==> src/rtl/serial_link_pkg.sv <==
// Constants for the serial link control and lane test pattern block
package serial_link_pkg;
  // Register offsets and reset values
  localparam logic [15:0] FRAMING_CTRL_ADDR = 16'h0060;
  localparam logic [15:0] SYNC_TEST_CTRL_ADDR = 16'h0061;
  localparam logic [7:0] FRAMING_CTRL_RESET = 8'h7d;
  localparam logic [7:0] SYNC_TEST_CTRL_RESET = 8'h00;
  // Field positions
  localparam int SCRAMBLE_ON_BIT = 7;
  localparam int FPMF_MSB = 6;
  localparam int FPMF_LSB = 2;
  localparam int LINK_ON_BIT = 0;
  localparam int SYNC_SOURCE_BIT = 7;
  localparam int SOFT_SYNC_BIT = 6;
  localparam int TEST_MSB = 3;
  localparam int TEST_LSB = 0;
  // Test pattern codes
  localparam logic [3:0] TP_NORMAL = 4'h0;
  localparam logic [3:0] TP_PRBS7 = 4'h1;
  localparam logic [3:0] TP_PRBS15 = 4'h2;
  localparam logic [3:0] TP_PRBS23 = 4'h3;
  localparam logic [3:0] TP_ILA = 4'h5;
  localparam logic [3:0] TP_RAMP = 4'h6;
  localparam logic [3:0] TP_K285 = 4'h7;
  localparam logic [3:0] TP_D215 = 4'h8;
  localparam logic [3:0] TP_LOW = 4'h9;
  localparam logic [3:0] TP_HIGH = 4'ha;
  // Lane symbols: bit 8 marks a control character
  localparam logic [9:0] SYM_K285 = 10'h01bc;
  localparam logic [9:0] SYM_K280 = 10'h011c;
  localparam logic [9:0] SYM_K283 = 10'h017c;
  localparam logic [9:0] SYM_K284 = 10'h019c;
  localparam logic [9:0] SYM_D215 = 10'h00b5;
  localparam logic [9:0] RAW_ALTERNATE = 10'h0155;
  localparam logic [9:0] RAW_LOW = 10'h0000;
  localparam logic [9:0] RAW_HIGH = 10'h03ff;
  localparam logic [22:0] PRBS_SEED = 23'h7f_ffff;
  // Timing counts: sync hold in frame clock periods, last ILA multiframe index
  localparam logic [2:0] SYNC_MIN_FRAMES = 3'h4;
  localparam logic [1:0] ILA_LAST_MF = 2'h3;
  typedef enum logic [1:0] {ST_OFF, ST_CGS, ST_ILA, ST_DATA} link_state_e;
endpackage

==> src/rtl/serial_link_control.sv <==
// Link enable, framing, sync source and lane test pattern control
`timescale 1ns/100ps
// How it works
// - Scramble data octets when scramble bit set
// - Field holds K minus one, reset 31
// - Link on: synchronize, then send samples
// - Link off: send alternating 0101 bits
// - Sync source bit picks pin or soft
// - Soft sync bit zero requests synchronization
// - Soft sync bit ignored when pins selected
// - Codes 0-3 select normal or PRBS
// - Codes 5-8 select ILA, ramp, K28.5, D21.5
// - Codes 9 and 10 hold lane low/high
module serial_link_control
  import serial_link_pkg::*;
(
  input wire logic clk, // Frame clock
  input wire logic rst_n, // Async reset, active low
  input wire logic reg_wr, // Register write strobe
  input wire logic reg_rd, // Register read strobe
  input wire logic [15:0] reg_addr, // Register address
  input wire logic [7:0] reg_wdata, // Write data
  output logic [7:0] reg_rdata, // Read data
  output logic reg_rvalid, // Read data valid
  input wire logic syncb_pin_n, // SYNCb from receiver pins
  input wire logic [7:0] sample_octet, // Converter octet, one per frame
  output logic [9:0] tx_sym, // Lane symbol or raw line bits
  output logic tx_raw, // tx_sym holds raw line bits
  output logic sync_request_n, // Internal SYNCb, low requests sync
  output logic link_up // Valid data being sent
);
  logic [7:0] framing_ctrl;
  logic [7:0] sync_test_ctrl;
  logic syncb_s1, syncb_s2;
  link_state_e state;
  logic [4:0] lmfc_cnt;
  logic [1:0] ila_mf;
  logic [2:0] req_cnt;
  logic sync_armed;
  logic [14:0] scr_state;
  logic [22:0] prbs;
  logic [7:0] ramp;
  logic [9:0] next_sym;
  logic next_raw;
  logic [7:0] scr_out;
  logic [14:0] next_scr;
  logic [22:0] next_prbs;
  logic [9:0] prbs_bits;
  logic [9:0] ila_sym;

  wire logic link_on = framing_ctrl[LINK_ON_BIT];
  wire logic scramble_on = framing_ctrl[SCRAMBLE_ON_BIT];
  wire logic [4:0] frames_per_multiframe_minus_one = framing_ctrl[FPMF_MSB:FPMF_LSB];
  wire logic sync_source = sync_test_ctrl[SYNC_SOURCE_BIT];
  wire logic soft_sync_request_n = sync_test_ctrl[SOFT_SYNC_BIT];
  wire logic [3:0] lane_test_pattern_select = sync_test_ctrl[TEST_MSB:TEST_LSB];
  wire logic lmfc_end = (lmfc_cnt >= frames_per_multiframe_minus_one);
  wire logic sending_data = link_on && (state == ST_DATA)
                            && (lane_test_pattern_select == TP_NORMAL);

  // Register writes; all bits are stored as written and read back
  always_ff @(posedge clk or negedge rst_n) begin
    if (!rst_n) begin
      framing_ctrl <= FRAMING_CTRL_RESET;
      sync_test_ctrl <= SYNC_TEST_CTRL_RESET;
    end else if (reg_wr) begin
      if (reg_addr == FRAMING_CTRL_ADDR) begin
        framing_ctrl <= reg_wdata;
      end
      if (reg_addr == SYNC_TEST_CTRL_ADDR) begin
        sync_test_ctrl <= reg_wdata;
      end
    end
  end

  // Register reads, answered one cycle later, unmapped reads zero
  always_ff @(posedge clk or negedge rst_n) begin
    if (!rst_n) begin
      reg_rdata <= 8'h00;
      reg_rvalid <= 1'b0;
    end else begin
      reg_rvalid <= reg_rd;
      if (!reg_rd) begin
        reg_rdata <= 8'h00;
      end else if (reg_addr == FRAMING_CTRL_ADDR) begin
        reg_rdata <= framing_ctrl;
      end else if (reg_addr == SYNC_TEST_CTRL_ADDR) begin
        reg_rdata <= sync_test_ctrl;
      end else begin
        reg_rdata <= 8'h00;
      end
    end
  end

  // Two-flop synchroniser on the SYNCb pin
  always_ff @(posedge clk or negedge rst_n) begin
    if (!rst_n) begin
      syncb_s1 <= 1'b1;
      syncb_s2 <= 1'b1;
    end else begin
      syncb_s1 <= syncb_pin_n;
      syncb_s2 <= syncb_s1;
    end
  end

  // Internal SYNCb source select; soft bit unused when pins chosen
  always_ff @(posedge clk or negedge rst_n) begin
    if (!rst_n) begin
      sync_request_n <= 1'b1;
    end else begin
      sync_request_n <= sync_source ? soft_sync_request_n : syncb_s2;
    end
  end

  // Count how long a sync request has been held
  always_ff @(posedge clk or negedge rst_n) begin
    if (!rst_n) begin
      req_cnt <= 3'h0;
      sync_armed <= 1'b0;
    end else begin
      if (sync_request_n) begin
        req_cnt <= 3'h0;
      end else if (req_cnt != SYNC_MIN_FRAMES) begin
        req_cnt <= req_cnt + 3'h1;
      end
      // Drop the request while the link is off and once it has started ILA,
      // so a stale request cannot restart the sequence later
      if (!link_on || (state == ST_CGS && sync_armed && sync_request_n && lmfc_end)) begin
        sync_armed <= 1'b0;
      end else if (req_cnt == SYNC_MIN_FRAMES) begin
        sync_armed <= 1'b1;
      end
    end
  end

  // Local multiframe counter, K frames long, and ILA multiframe count
  always_ff @(posedge clk or negedge rst_n) begin
    if (!rst_n) begin
      lmfc_cnt <= 5'h00;
      ila_mf <= 2'h0;
    end else begin
      lmfc_cnt <= lmfc_end ? 5'h00 : lmfc_cnt + 5'h01;
      if (state != ST_ILA && lane_test_pattern_select != TP_ILA) begin
        ila_mf <= 2'h0;
      end else if (lmfc_end) begin
        ila_mf <= ila_mf + 2'h1;
      end
    end
  end

  // Link sequence: code groups, ILA, then data; a held request restarts
  always_ff @(posedge clk or negedge rst_n) begin
    if (!rst_n) begin
      state <= ST_OFF;
    end else if (!link_on) begin
      state <= ST_OFF;
    end else begin
      case (state)
        ST_OFF: state <= ST_CGS;
        ST_CGS: begin
          if (sync_armed && sync_request_n && lmfc_end) begin
            state <= ST_ILA;
          end
        end
        ST_ILA: begin
          if (sync_armed) begin
            state <= ST_CGS;
          end else if (lmfc_end && ila_mf == ILA_LAST_MF) begin
            state <= ST_DATA;
          end
        end
        ST_DATA: begin
          if (sync_armed) begin
            state <= ST_CGS;
          end
        end
        default: state <= ST_OFF;
      endcase
    end
  end

  // Self-synchronous scrambler 1 + x^14 + x^15, octet msb first
  always_comb begin
    next_scr = scr_state;
    scr_out = 8'h00;
    for (int i = 7; i >= 0; i--) begin
      scr_out[i] = sample_octet[i] ^ next_scr[14] ^ next_scr[13];
      next_scr = {next_scr[13:0], scr_out[i]};
    end
  end

  // PRBS generator, ten line bits per frame, taps by selected order
  // Short orders use the low bits of the shared register, which a longer
  // pattern may leave all zero; a one is forced in then to escape lockup
  always_comb begin
    next_prbs = prbs;
    prbs_bits = 10'h000;
    for (int i = 9; i >= 0; i--) begin
      case (lane_test_pattern_select)
        TP_PRBS7: prbs_bits[i] = (next_prbs[6] ^ next_prbs[5])
                                 | (next_prbs[6:0] == 7'h00);
        TP_PRBS15: prbs_bits[i] = (next_prbs[14] ^ next_prbs[13])
                                  | (next_prbs[14:0] == 15'h0000);
        default: prbs_bits[i] = next_prbs[22] ^ next_prbs[17];
      endcase
      next_prbs = {next_prbs[21:0], prbs_bits[i]};
    end
  end

  // Pattern generator state
  always_ff @(posedge clk or negedge rst_n) begin
    if (!rst_n) begin
      scr_state <= 15'h7fff;
      prbs <= PRBS_SEED;
      ramp <= 8'h00;
    end else begin
      if (sending_data && scramble_on) begin
        scr_state <= next_scr;
      end
      prbs <= next_prbs;
      ramp <= ramp + 8'h01;
    end
  end

  // ILA multiframe content: start, lane-setup marker, end
  always_comb begin
    if (lmfc_cnt == 5'h00) begin
      ila_sym = SYM_K280;
    end else if (lmfc_end) begin
      ila_sym = SYM_K283;
    end else if (ila_mf == 2'h1 && lmfc_cnt == 5'h01) begin
      ila_sym = SYM_K284;
    end else begin
      ila_sym = {5'h00, lmfc_cnt};
    end
  end

  // Lane output select
  always_comb begin
    next_raw = 1'b0;
    next_sym = SYM_K285;
    if (!link_on) begin
      next_raw = 1'b1;
      next_sym = RAW_ALTERNATE;
    end else begin
      case (lane_test_pattern_select)
        TP_PRBS7, TP_PRBS15, TP_PRBS23: begin
          next_raw = 1'b1;
          next_sym = prbs_bits;
        end
        TP_ILA: next_sym = ila_sym;
        TP_RAMP: next_sym = {2'b00, ramp};
        TP_K285: next_sym = SYM_K285;
        TP_D215: next_sym = SYM_D215;
        TP_LOW: begin
          next_raw = 1'b1;
          next_sym = RAW_LOW;
        end
        TP_HIGH: begin
          next_raw = 1'b1;
          next_sym = RAW_HIGH;
        end
        default: begin
          case (state)
            ST_ILA: next_sym = ila_sym;
            ST_DATA: next_sym = {2'b00, scramble_on ? scr_out : sample_octet};
            default: next_sym = SYM_K285;
          endcase
        end
      endcase
    end
  end

  // Registered lane outputs
  always_ff @(posedge clk or negedge rst_n) begin
    if (!rst_n) begin
      tx_sym <= RAW_ALTERNATE;
      tx_raw <= 1'b1;
      link_up <= 1'b0;
    end else begin
      tx_sym <= next_sym;
      tx_raw <= next_raw;
      link_up <= sending_data;
    end
  end

  // Checks
  chk_plain_data: assert property (@(posedge clk) disable iff (!rst_n)
    sending_data && !scramble_on |=> tx_sym == {2'b00, $past(sample_octet)} && !tx_raw)
    else $error("plain data octet not passed");
  chk_scrambled_data: assert property (@(posedge clk) disable iff (!rst_n)
    sending_data && scramble_on |=> tx_sym[7:0] == scr_state[7:0])
    else $error("scrambled octet does not match scrambler history");
  chk_multiframe_wrap: assert property (@(posedge clk) disable iff (!rst_n)
    lmfc_cnt == frames_per_multiframe_minus_one |=> lmfc_cnt == 5'h00)
    else $error("multiframe counter did not wrap at K");
  chk_link_off_pattern: assert property (@(posedge clk) disable iff (!rst_n)
    !link_on |=> tx_raw && tx_sym == RAW_ALTERNATE)
    else $error("disabled link not sending alternating bits");
  chk_pin_sync_path: assert property (@(posedge clk) disable iff (!rst_n)
    !sync_source |=> sync_request_n == $past(syncb_s2))
    else $error("pin sync not routed");
  chk_soft_sync_path: assert property (@(posedge clk) disable iff (!rst_n)
    sync_source |=> sync_request_n == $past(soft_sync_request_n))
    else $error("soft sync not routed");
  chk_soft_ignored: assert property (@(posedge clk) disable iff (!rst_n)
    !sync_source ##1 !sync_source && $stable(syncb_s2) ##1 !sync_source
    |-> $stable(sync_request_n))
    else $error("soft sync bit leaked through");
  chk_k285_stream: assert property (@(posedge clk) disable iff (!rst_n)
    link_on && lane_test_pattern_select == TP_K285 |=> tx_sym == SYM_K285 && !tx_raw)
    else $error("K28.5 pattern wrong");
  chk_level_patterns: assert property (@(posedge clk) disable iff (!rst_n)
    link_on && lane_test_pattern_select == TP_LOW ##1
    link_on && lane_test_pattern_select == TP_LOW |-> tx_raw && tx_sym == RAW_LOW ##1
    tx_sym == RAW_LOW)
    else $error("logic low pattern not held");
  chk_data_after_ila: assert property (@(posedge clk) disable iff (!rst_n)
    $rose(link_up) |-> $past(state, 2) == ST_ILA)
    else $error("data began without ILA");
  cov_reach_data: cover property (@(posedge clk) disable iff (!rst_n) $rose(link_up));
  cov_ila_start: cover property (@(posedge clk) disable iff (!rst_n)
    state == ST_CGS ##1 state == ST_ILA);
  cov_prbs_mode: cover property (@(posedge clk) disable iff (!rst_n)
    link_on && lane_test_pattern_select == TP_PRBS23 ##1 tx_raw);
  cov_soft_sync: cover property (@(posedge clk) disable iff (!rst_n)
    sync_source && !sync_request_n ##1 sync_request_n);
endmodule

==> config.mk <==
export PLATFORM = sky130hd
export DESIGN_NAME = serial_link_control
export DESIGN_NICKNAME = d
export VERILOG_FILES = /design/src/rtl/serial_link_pkg.sv /design/src/rtl/serial_link_control.sv
export SDC_FILE = /design/constraint.sdc
export NUM_CORES = 1
export LEC_CHECK = 0
export BUFFER_PORTS_ARGS = -buffer_cell sky130_fd_sc_hd__buf_4
export CORE_MARGIN = 3
export CORE_UTILIZATION = 36
export CTS_CLUSTER_DIAMETER = 150
export DETAILED_ROUTE_END_ITERATION = 8
export MAX_ROUTING_LAYER = met4
export SYNTH_ARGS = -nofsm -noshare
export SYNTH_HDL_FRONTEND = slang
export SYNTH_SLANG_ARGS = --single-unit
==> constraint.sdc <==
create_clock -name clk -period 7.8 [get_ports clk]
set_clock_uncertainty 0.1 [all_clocks]
set_input_delay 1.56 -clock clk [delete_from_list [all_inputs] [get_ports clk]]
set_output_delay 1.56 -clock clk [all_outputs]
set_load 0.01 [all_outputs]
* Word level (Yosys, flattened, before mapping)
Index checks and enable logic that the tools add are counted.
Operators by class: muxes and demuxes 36, bitwise gates (word level) 64, add/sub/neg operators 4, order comparisons 1, eq/ne operators 24, reduce and logical (&&, ||, !) cells 44
Operator list (number):
- $logic_not A15 Y1 | 10
- $logic_not A7 Y1 | 10
- $pmux W10 S7 | 1
- $xor A1 B1 Y1 | 44
- $eq A16 B7 Y1 const B | 2
- $mux W8 | 4
- $mux W9 | 3
- $or A1 B1 Y1 | 20
- $pmux W1 S2 | 10
- $pmux W10 S2 | 1
- $mux W2 | 7
- $eq A4 B3 Y1 const B | 3
- $eq A4 B4 Y1 const B | 3
- $logic_and A1 B1 Y1 | 11
- $mux W10 | 1
- $add A8 B1 Y8 const B | 1
- $eq A4 B2 Y1 const B | 2
- $pmux W2 S4 | 1
- $eq A2 B2 Y1 const B | 3
- $mux W3 | 2
- $ne A3 B3 Y1 const B | 2
- $reduce_bool A2 Y1 | 3
- $add A5 B1 Y5 const B | 1
- $eq A5 B1 Y1 const B | 1
- 21 further kinds | 27
Word-level totals: output and inout port bits 22, input bits 37, register bits after elaboration 99, word-level logic and storage cells 191

* Depth between registers and ports, before layout
depth after elaboration 32, depth in mapped cells 30, mapped depth without buffers 30

* Worst setup path before layout
No wires, ideal clock.
path type reg2reg, start point reg prbs[2], end point reg tx_sym[2], cell stages (with the launch flop) 30, arrival time 6.128 ns, slack 1.490 ns, cell sequence dfstp_2 > inv_1 > ha_1 > and4b_1 > o211ai_1 > o21ai_0 > a211o_1 > inv_1 > ha_1 > and3_1 > a311oi_1 > nor3_1 > inv_1 > ha_1 > and4b_1 > or4_1 > a21oi_1 > o22ai_1 > inv_1 > ha_1 > nor2b_1 > a311oi_2 > or3_1 > ha_1 > and4b_1 > o32ai_1 > a211oi_1 > nand4b_1 > or4_1 > o211ai_1
On the way: longest elaborated chain between the ends 26, elaborated cells on any way between the ends 46
Ends and longest elaborated chain:
- start, declared | line serial_link_control.sv:41 | logic [22:0] prbs;
- start signal, assigned | line serial_link_control.sv:220 | prbs <= next_prbs;
- $logic_not A15 Y1 / $logic_not A7 Y1 (equally long branches) | line serial_link_control.sv:203, serial_link_control.sv:201
- $or A1 B1 Y1 (on tied branches) | line serial_link_control.sv:203, serial_link_control.sv:201
- $pmux W1 S2 (*) | line serial_link_control.sv:199 | case (lane_test_pattern_select)
- net next_prbs[9] | line serial_link_control.sv:47 | logic [22:0] next_prbs;
- $logic_not A15 Y1 / $logic_not A7 Y1 (equally long branches) | line serial_link_control.sv:203, serial_link_control.sv:201
- $or A1 B1 Y1 (on tied branches) | line serial_link_control.sv:203, serial_link_control.sv:201
- $pmux W1 S2 (*) | line serial_link_control.sv:199
- net next_prbs[8] | line serial_link_control.sv:47
- [... 3 more ...]
- net next_prbs[7] | line serial_link_control.sv:47
- [... 10 more ...]
- $or A1 B1 Y1 (on tied branches) | line serial_link_control.sv:203, serial_link_control.sv:201
- $pmux W1 S2 | line serial_link_control.sv:199
- $logic_not A15 Y1 / $logic_not A7 Y1 (equally long branches) | line serial_link_control.sv:203, serial_link_control.sv:201
- $or A1 B1 Y1 (on tied branches) | line serial_link_control.sv:203, serial_link_control.sv:201
- $pmux W1 S2 (*) | line serial_link_control.sv:199
- $pmux W10 S7 (*) | line serial_link_control.sv:246 | case (lane_test_pattern_select)
- $mux W10 (*) | line serial_link_control.sv:242 | if (!link_on) begin
- net next_sym[2] | line serial_link_control.sv:43 | logic [9:0] next_sym;
- end signal, assigned | line serial_link_control.sv:281 | tx_sym <= next_sym;
- end, declared | line serial_link_control.sv:27 | output logic [9:0] tx_sym,
The timed path passes the listed nets; every way through them passes the cells marked *. A chain may end at the register's enable or synchronous reset.

* Worst setup path in the final report
Same ends and word-level chain as after synthesis.

==> metrics.md <==
| Metric | Value |
|---|---|
| Run status | `complete, no violations` |
| Grt total ovfl | `0` |
| Inst Count DP | `826` |
| Worst EP required | `7.97 ns` |
| Crit path from | `prbs[2]` |
| Final Instance Area | `6760 µm²` |
| Peak supply drop | `110 µV` |
| Pint | `1.13 mW` |
| Clock Power Share | `26.1%` |
| Met3 WL post-DR | `663 µm` |
| Post-cts resize count | `0` |
| Die W | `133 µm` |
| Mean Syn Cell Area | `10.1 µm²` |
| PD cells | `267 nW/µm²` |
| GRT Total Usage | `19.1%` |
| Residual DRC | `0` |
| Routability cong. | `0.932` |
| Routed len/inst | `19.0 µm` |
| Ys async rst share | `100%` |
| Reg2Reg Launch Point | `prbs[2]` |
| Hold path startpoint | `syncb_s1` |
| Ys Warns | `0` |
| Sw frac | `37.5%` |
| Minimum clock period | `7.19 ns` |
| Initial antenna violation count | `1` |
| Area Overhead vs Synth | `16.7%` |
| Sequential-to-total area share from yosys stat | `43.9%` |
| Cts hold-fix bufs | `0` |
| Num ports | `59` |
| CP Buf/Inv Count | `4` |
| Mapped Area | `5790 µm²` |
| CORE AREA | `15500 µm²` |
| Worst setup EP type | `flip-flop` |
| Worst min path class | `reg2reg` |
| Crit path DAT | `7.36 ns` |
| Detailed Routing Iterations Pass 1 | `6` |
| Setup CP Type | `reg2reg` |
| CP top delay family | `simple AND/OR/NAND/NOR gates` |
| Vert. Die Dim | `133 µm` |
| Final worst setup slack | `0.615 ns` |
| Pre-CTS WS | `0.636 ns` |
| Clk_lat worst skew | `0.36 ns` |
| Tcrit/Tclk final | `92.1%` |
| Distinct cells, synth | `69` |
| Slowest-stage cell, CP | `dfstp_2` |
| Setup TNS | `0 ns` |
| NetSw | `678 µW` |
| Post-synth EDFFs | `0` |
| Placed Instance Area | `6440 µm²` |
| Most common cell in the netlist | `dfstp_2` |
| Worst R2R Setup Slack | `0.61 ns` |
| DRT iter0 DRCs | `259` |
| Final WL | `16000 µm` |
| Final net count | `697` |
| Largest net degree at the start of global routing | `69` |
| RR Endpoint | `tx_sym[2]` |
| Post-synth top cells | `dfstp_2 (53), nand2_1 (52), dfrtp_1 (46)` |
| Gate Count Post-Synth | `574` |
| Share of cells above drive strength 1 | `26.9%` |
| Fmax | `139 MHz` |
| Worst-path clk slew | `0.07 ns` |
| Slew Limit Fails | `0` |
| Share of the synthesized area in the top cell type | `24.0%` |
| Antenna-violating nets left | `0` |
| Synth Flop Type | `dfstp_2` |
| Hold depth | `0` |
| Highest metal used | `met4` |
| Crit path launch type | `flip-flop` |
| FF-to-FF path depth | `29` |
| Post-Route M1 WL | `7110 µm` |
| CTS Buffer Depth | `2` |
| Vias in the first global route | `4590` |
| Total Power | `1.81 mW` |
| Post-DR vias/cell | `5.40` |
| Clock Sinks | `99` |
| IO Port Bufs | `58` |
| Most frequent cell on the critical path | `ha_1` |
| Fin cells | `843` |
| Hpwl dp | `12200 µm` |
| Max_slew headroom | `42.0%` |
| Final setup fails | `0` |
| # Max-Cap Violations | `0` |
| DR WL met2 | `7820 µm` |
| Vias | `4548` |
| Slew @ Worst Pin | `0.858 ns` |
| Starting density of the core | `37.4%` |
| Peak fanout along the critical path | `5` |
| Worst hold endpoint | `syncb_s2` |
| Area contributors post-synth | `dfstp_2 (24%), dfrtp_1 (20%), ha_1 (7.3%), mux2_2 (4.9%), xnor2_1 (3.9%)` |
| Root buffer cell | `clkbuf_16` |
| Mapped Nets | `645` |
| CTS tree | `built` |
| Synth area leader | `dfstp_2` |
| Die area | `17600 µm²` |
| First-pass GRT wire length | `25600 µm` |
| RSZ-0062 raised after global routing | `no` |
| Synth Register Bits | `99` |
| CTS Buf Count | `9` |
| Leakage | `2.96 nW` |
| Register share of total power | `38.8%` |
| Final Hold Vio Count | `0` |
| Combinational power share | `35.1%` |
| Setup Buffers After CTS | `0` |
| FP Rows | `45` |
| H-tree Lvls | `3` |
| Crit-path max cell delay | `0.55 ns` |
[per-stage QoR]
| step | hold WS [ns] | util, % |
|---|---|---|
| after floorplan | 0.245 | - |
| after global placement | 0.248 | 41.6 |
| after detailed placement | 0.253 | 41.6 |
| after CTS | 0.264 | 43.6 |
| after global routing | 0.266 | 43.6 |
| final | 0.260 | 43.6 |
[final cells by class]
| cell class | instances | area (µm²) |
|---|---|---|
| Sequential cell | 99 | 2540 |
| Clock inverter | 7 | 87.6 |
| Tap cell | 211 | 264 |
| Clock buffer | 9 | 225 |
| Antenna cell | 1 | 2.50 |
| Multi-Input combinational cell | 410 | 2990 |
| Timing Repair Buffer | 65 | 488 |
| Fill cell | 1489 | 8730 |
| Inverter | 41 | 154 |
[cell families (layout without fill, tap and decap cells)]
kind of cell | Yosys count | in the layout | synth area share [%]
buffers and inverters | 65 | 122 | 4.47
xor gates and xnor gates | 45 | 45 | 6.81
and+or+nand+nor | 171 | 171 | 15.3
AOI/OAI and AO/OA | 123 | 123 | 15.3
DFF | 99 | 99 | 43.9
adders and majority gates | 34 | 34 | 7.35
muxes | 37 | 37 | 6.94
other | 0 | 1 | 0
[cells in the final DEF, fill, tap and decap left out, drive strengths merged, types with 6 or more instances in the layout]
cell / instances
xnor2: 26
nor2: 39
o221ai: 6
ha: 34
nor4: 8
and3: 6
nor2b: 8
a211oi: 11
nand3: 12
buf: 65
xor2: 19
nand2: 52
nor3: 10
dfrtp: 46
dfstp: 53
mux2: 25
mux2i: 12
o21ai: 32
a21oi: 24
clkbuf: 9
inv: 42
[how the worst max path moves through the flow]
stage	to	cells after the start	slack, ns
2_1_floorplan	tx_sym[2]	29	1.49
3_3_place_gp	tx_sym[2]	29	0.77
3_5_place_dp	tx_sym[2]	29	0.64
4_1_cts	tx_sym[2]	29	0.60
5_1_grt	tx_sym[2]	29	0.12
6_report	tx_sym[2]	29	0.61
[registers in the layout (all words and copies together) (netlist names)]
signal          flops
framing_ctrl        8
ila_mf              2
link_up             1
lmfc_cnt            5
prbs               23
ramp                8
reg_rdata           8
reg_rvalid          1
req_cnt             3
scr_state          15
state               2
sync_armed          1
sync_request_n      1
sync_test_ctrl      8
syncb_s1            1
syncb_s2            1
tx_raw              1
tx_sym             10
[per-layer routing]
| metal | global-route usage [%] | up-vias |
|---|---|---|
| met3 | 3.65 | 27 |
| met2 | 30.6 | 104 |
| met5 | - | - |
| met1 | 24.2 | 2262 |
| met4 | 6.81 | 0 |
| li1 | - | 2155 |
[power by group through the flow]
stage	combinational [mW]	sequential (mW)	clock, mW
4_1_cts	0.621	0.701	0.486
5_1_grt	0.691	0.709	0.504
6_report	0.634	0.700	0.471
3_3_place_gp	0.630	0.710	0
3_5_place_dp	0.615	0.710	0
2_1_floorplan	0.398	0.679	0
(Power assumes the default switching activity.)
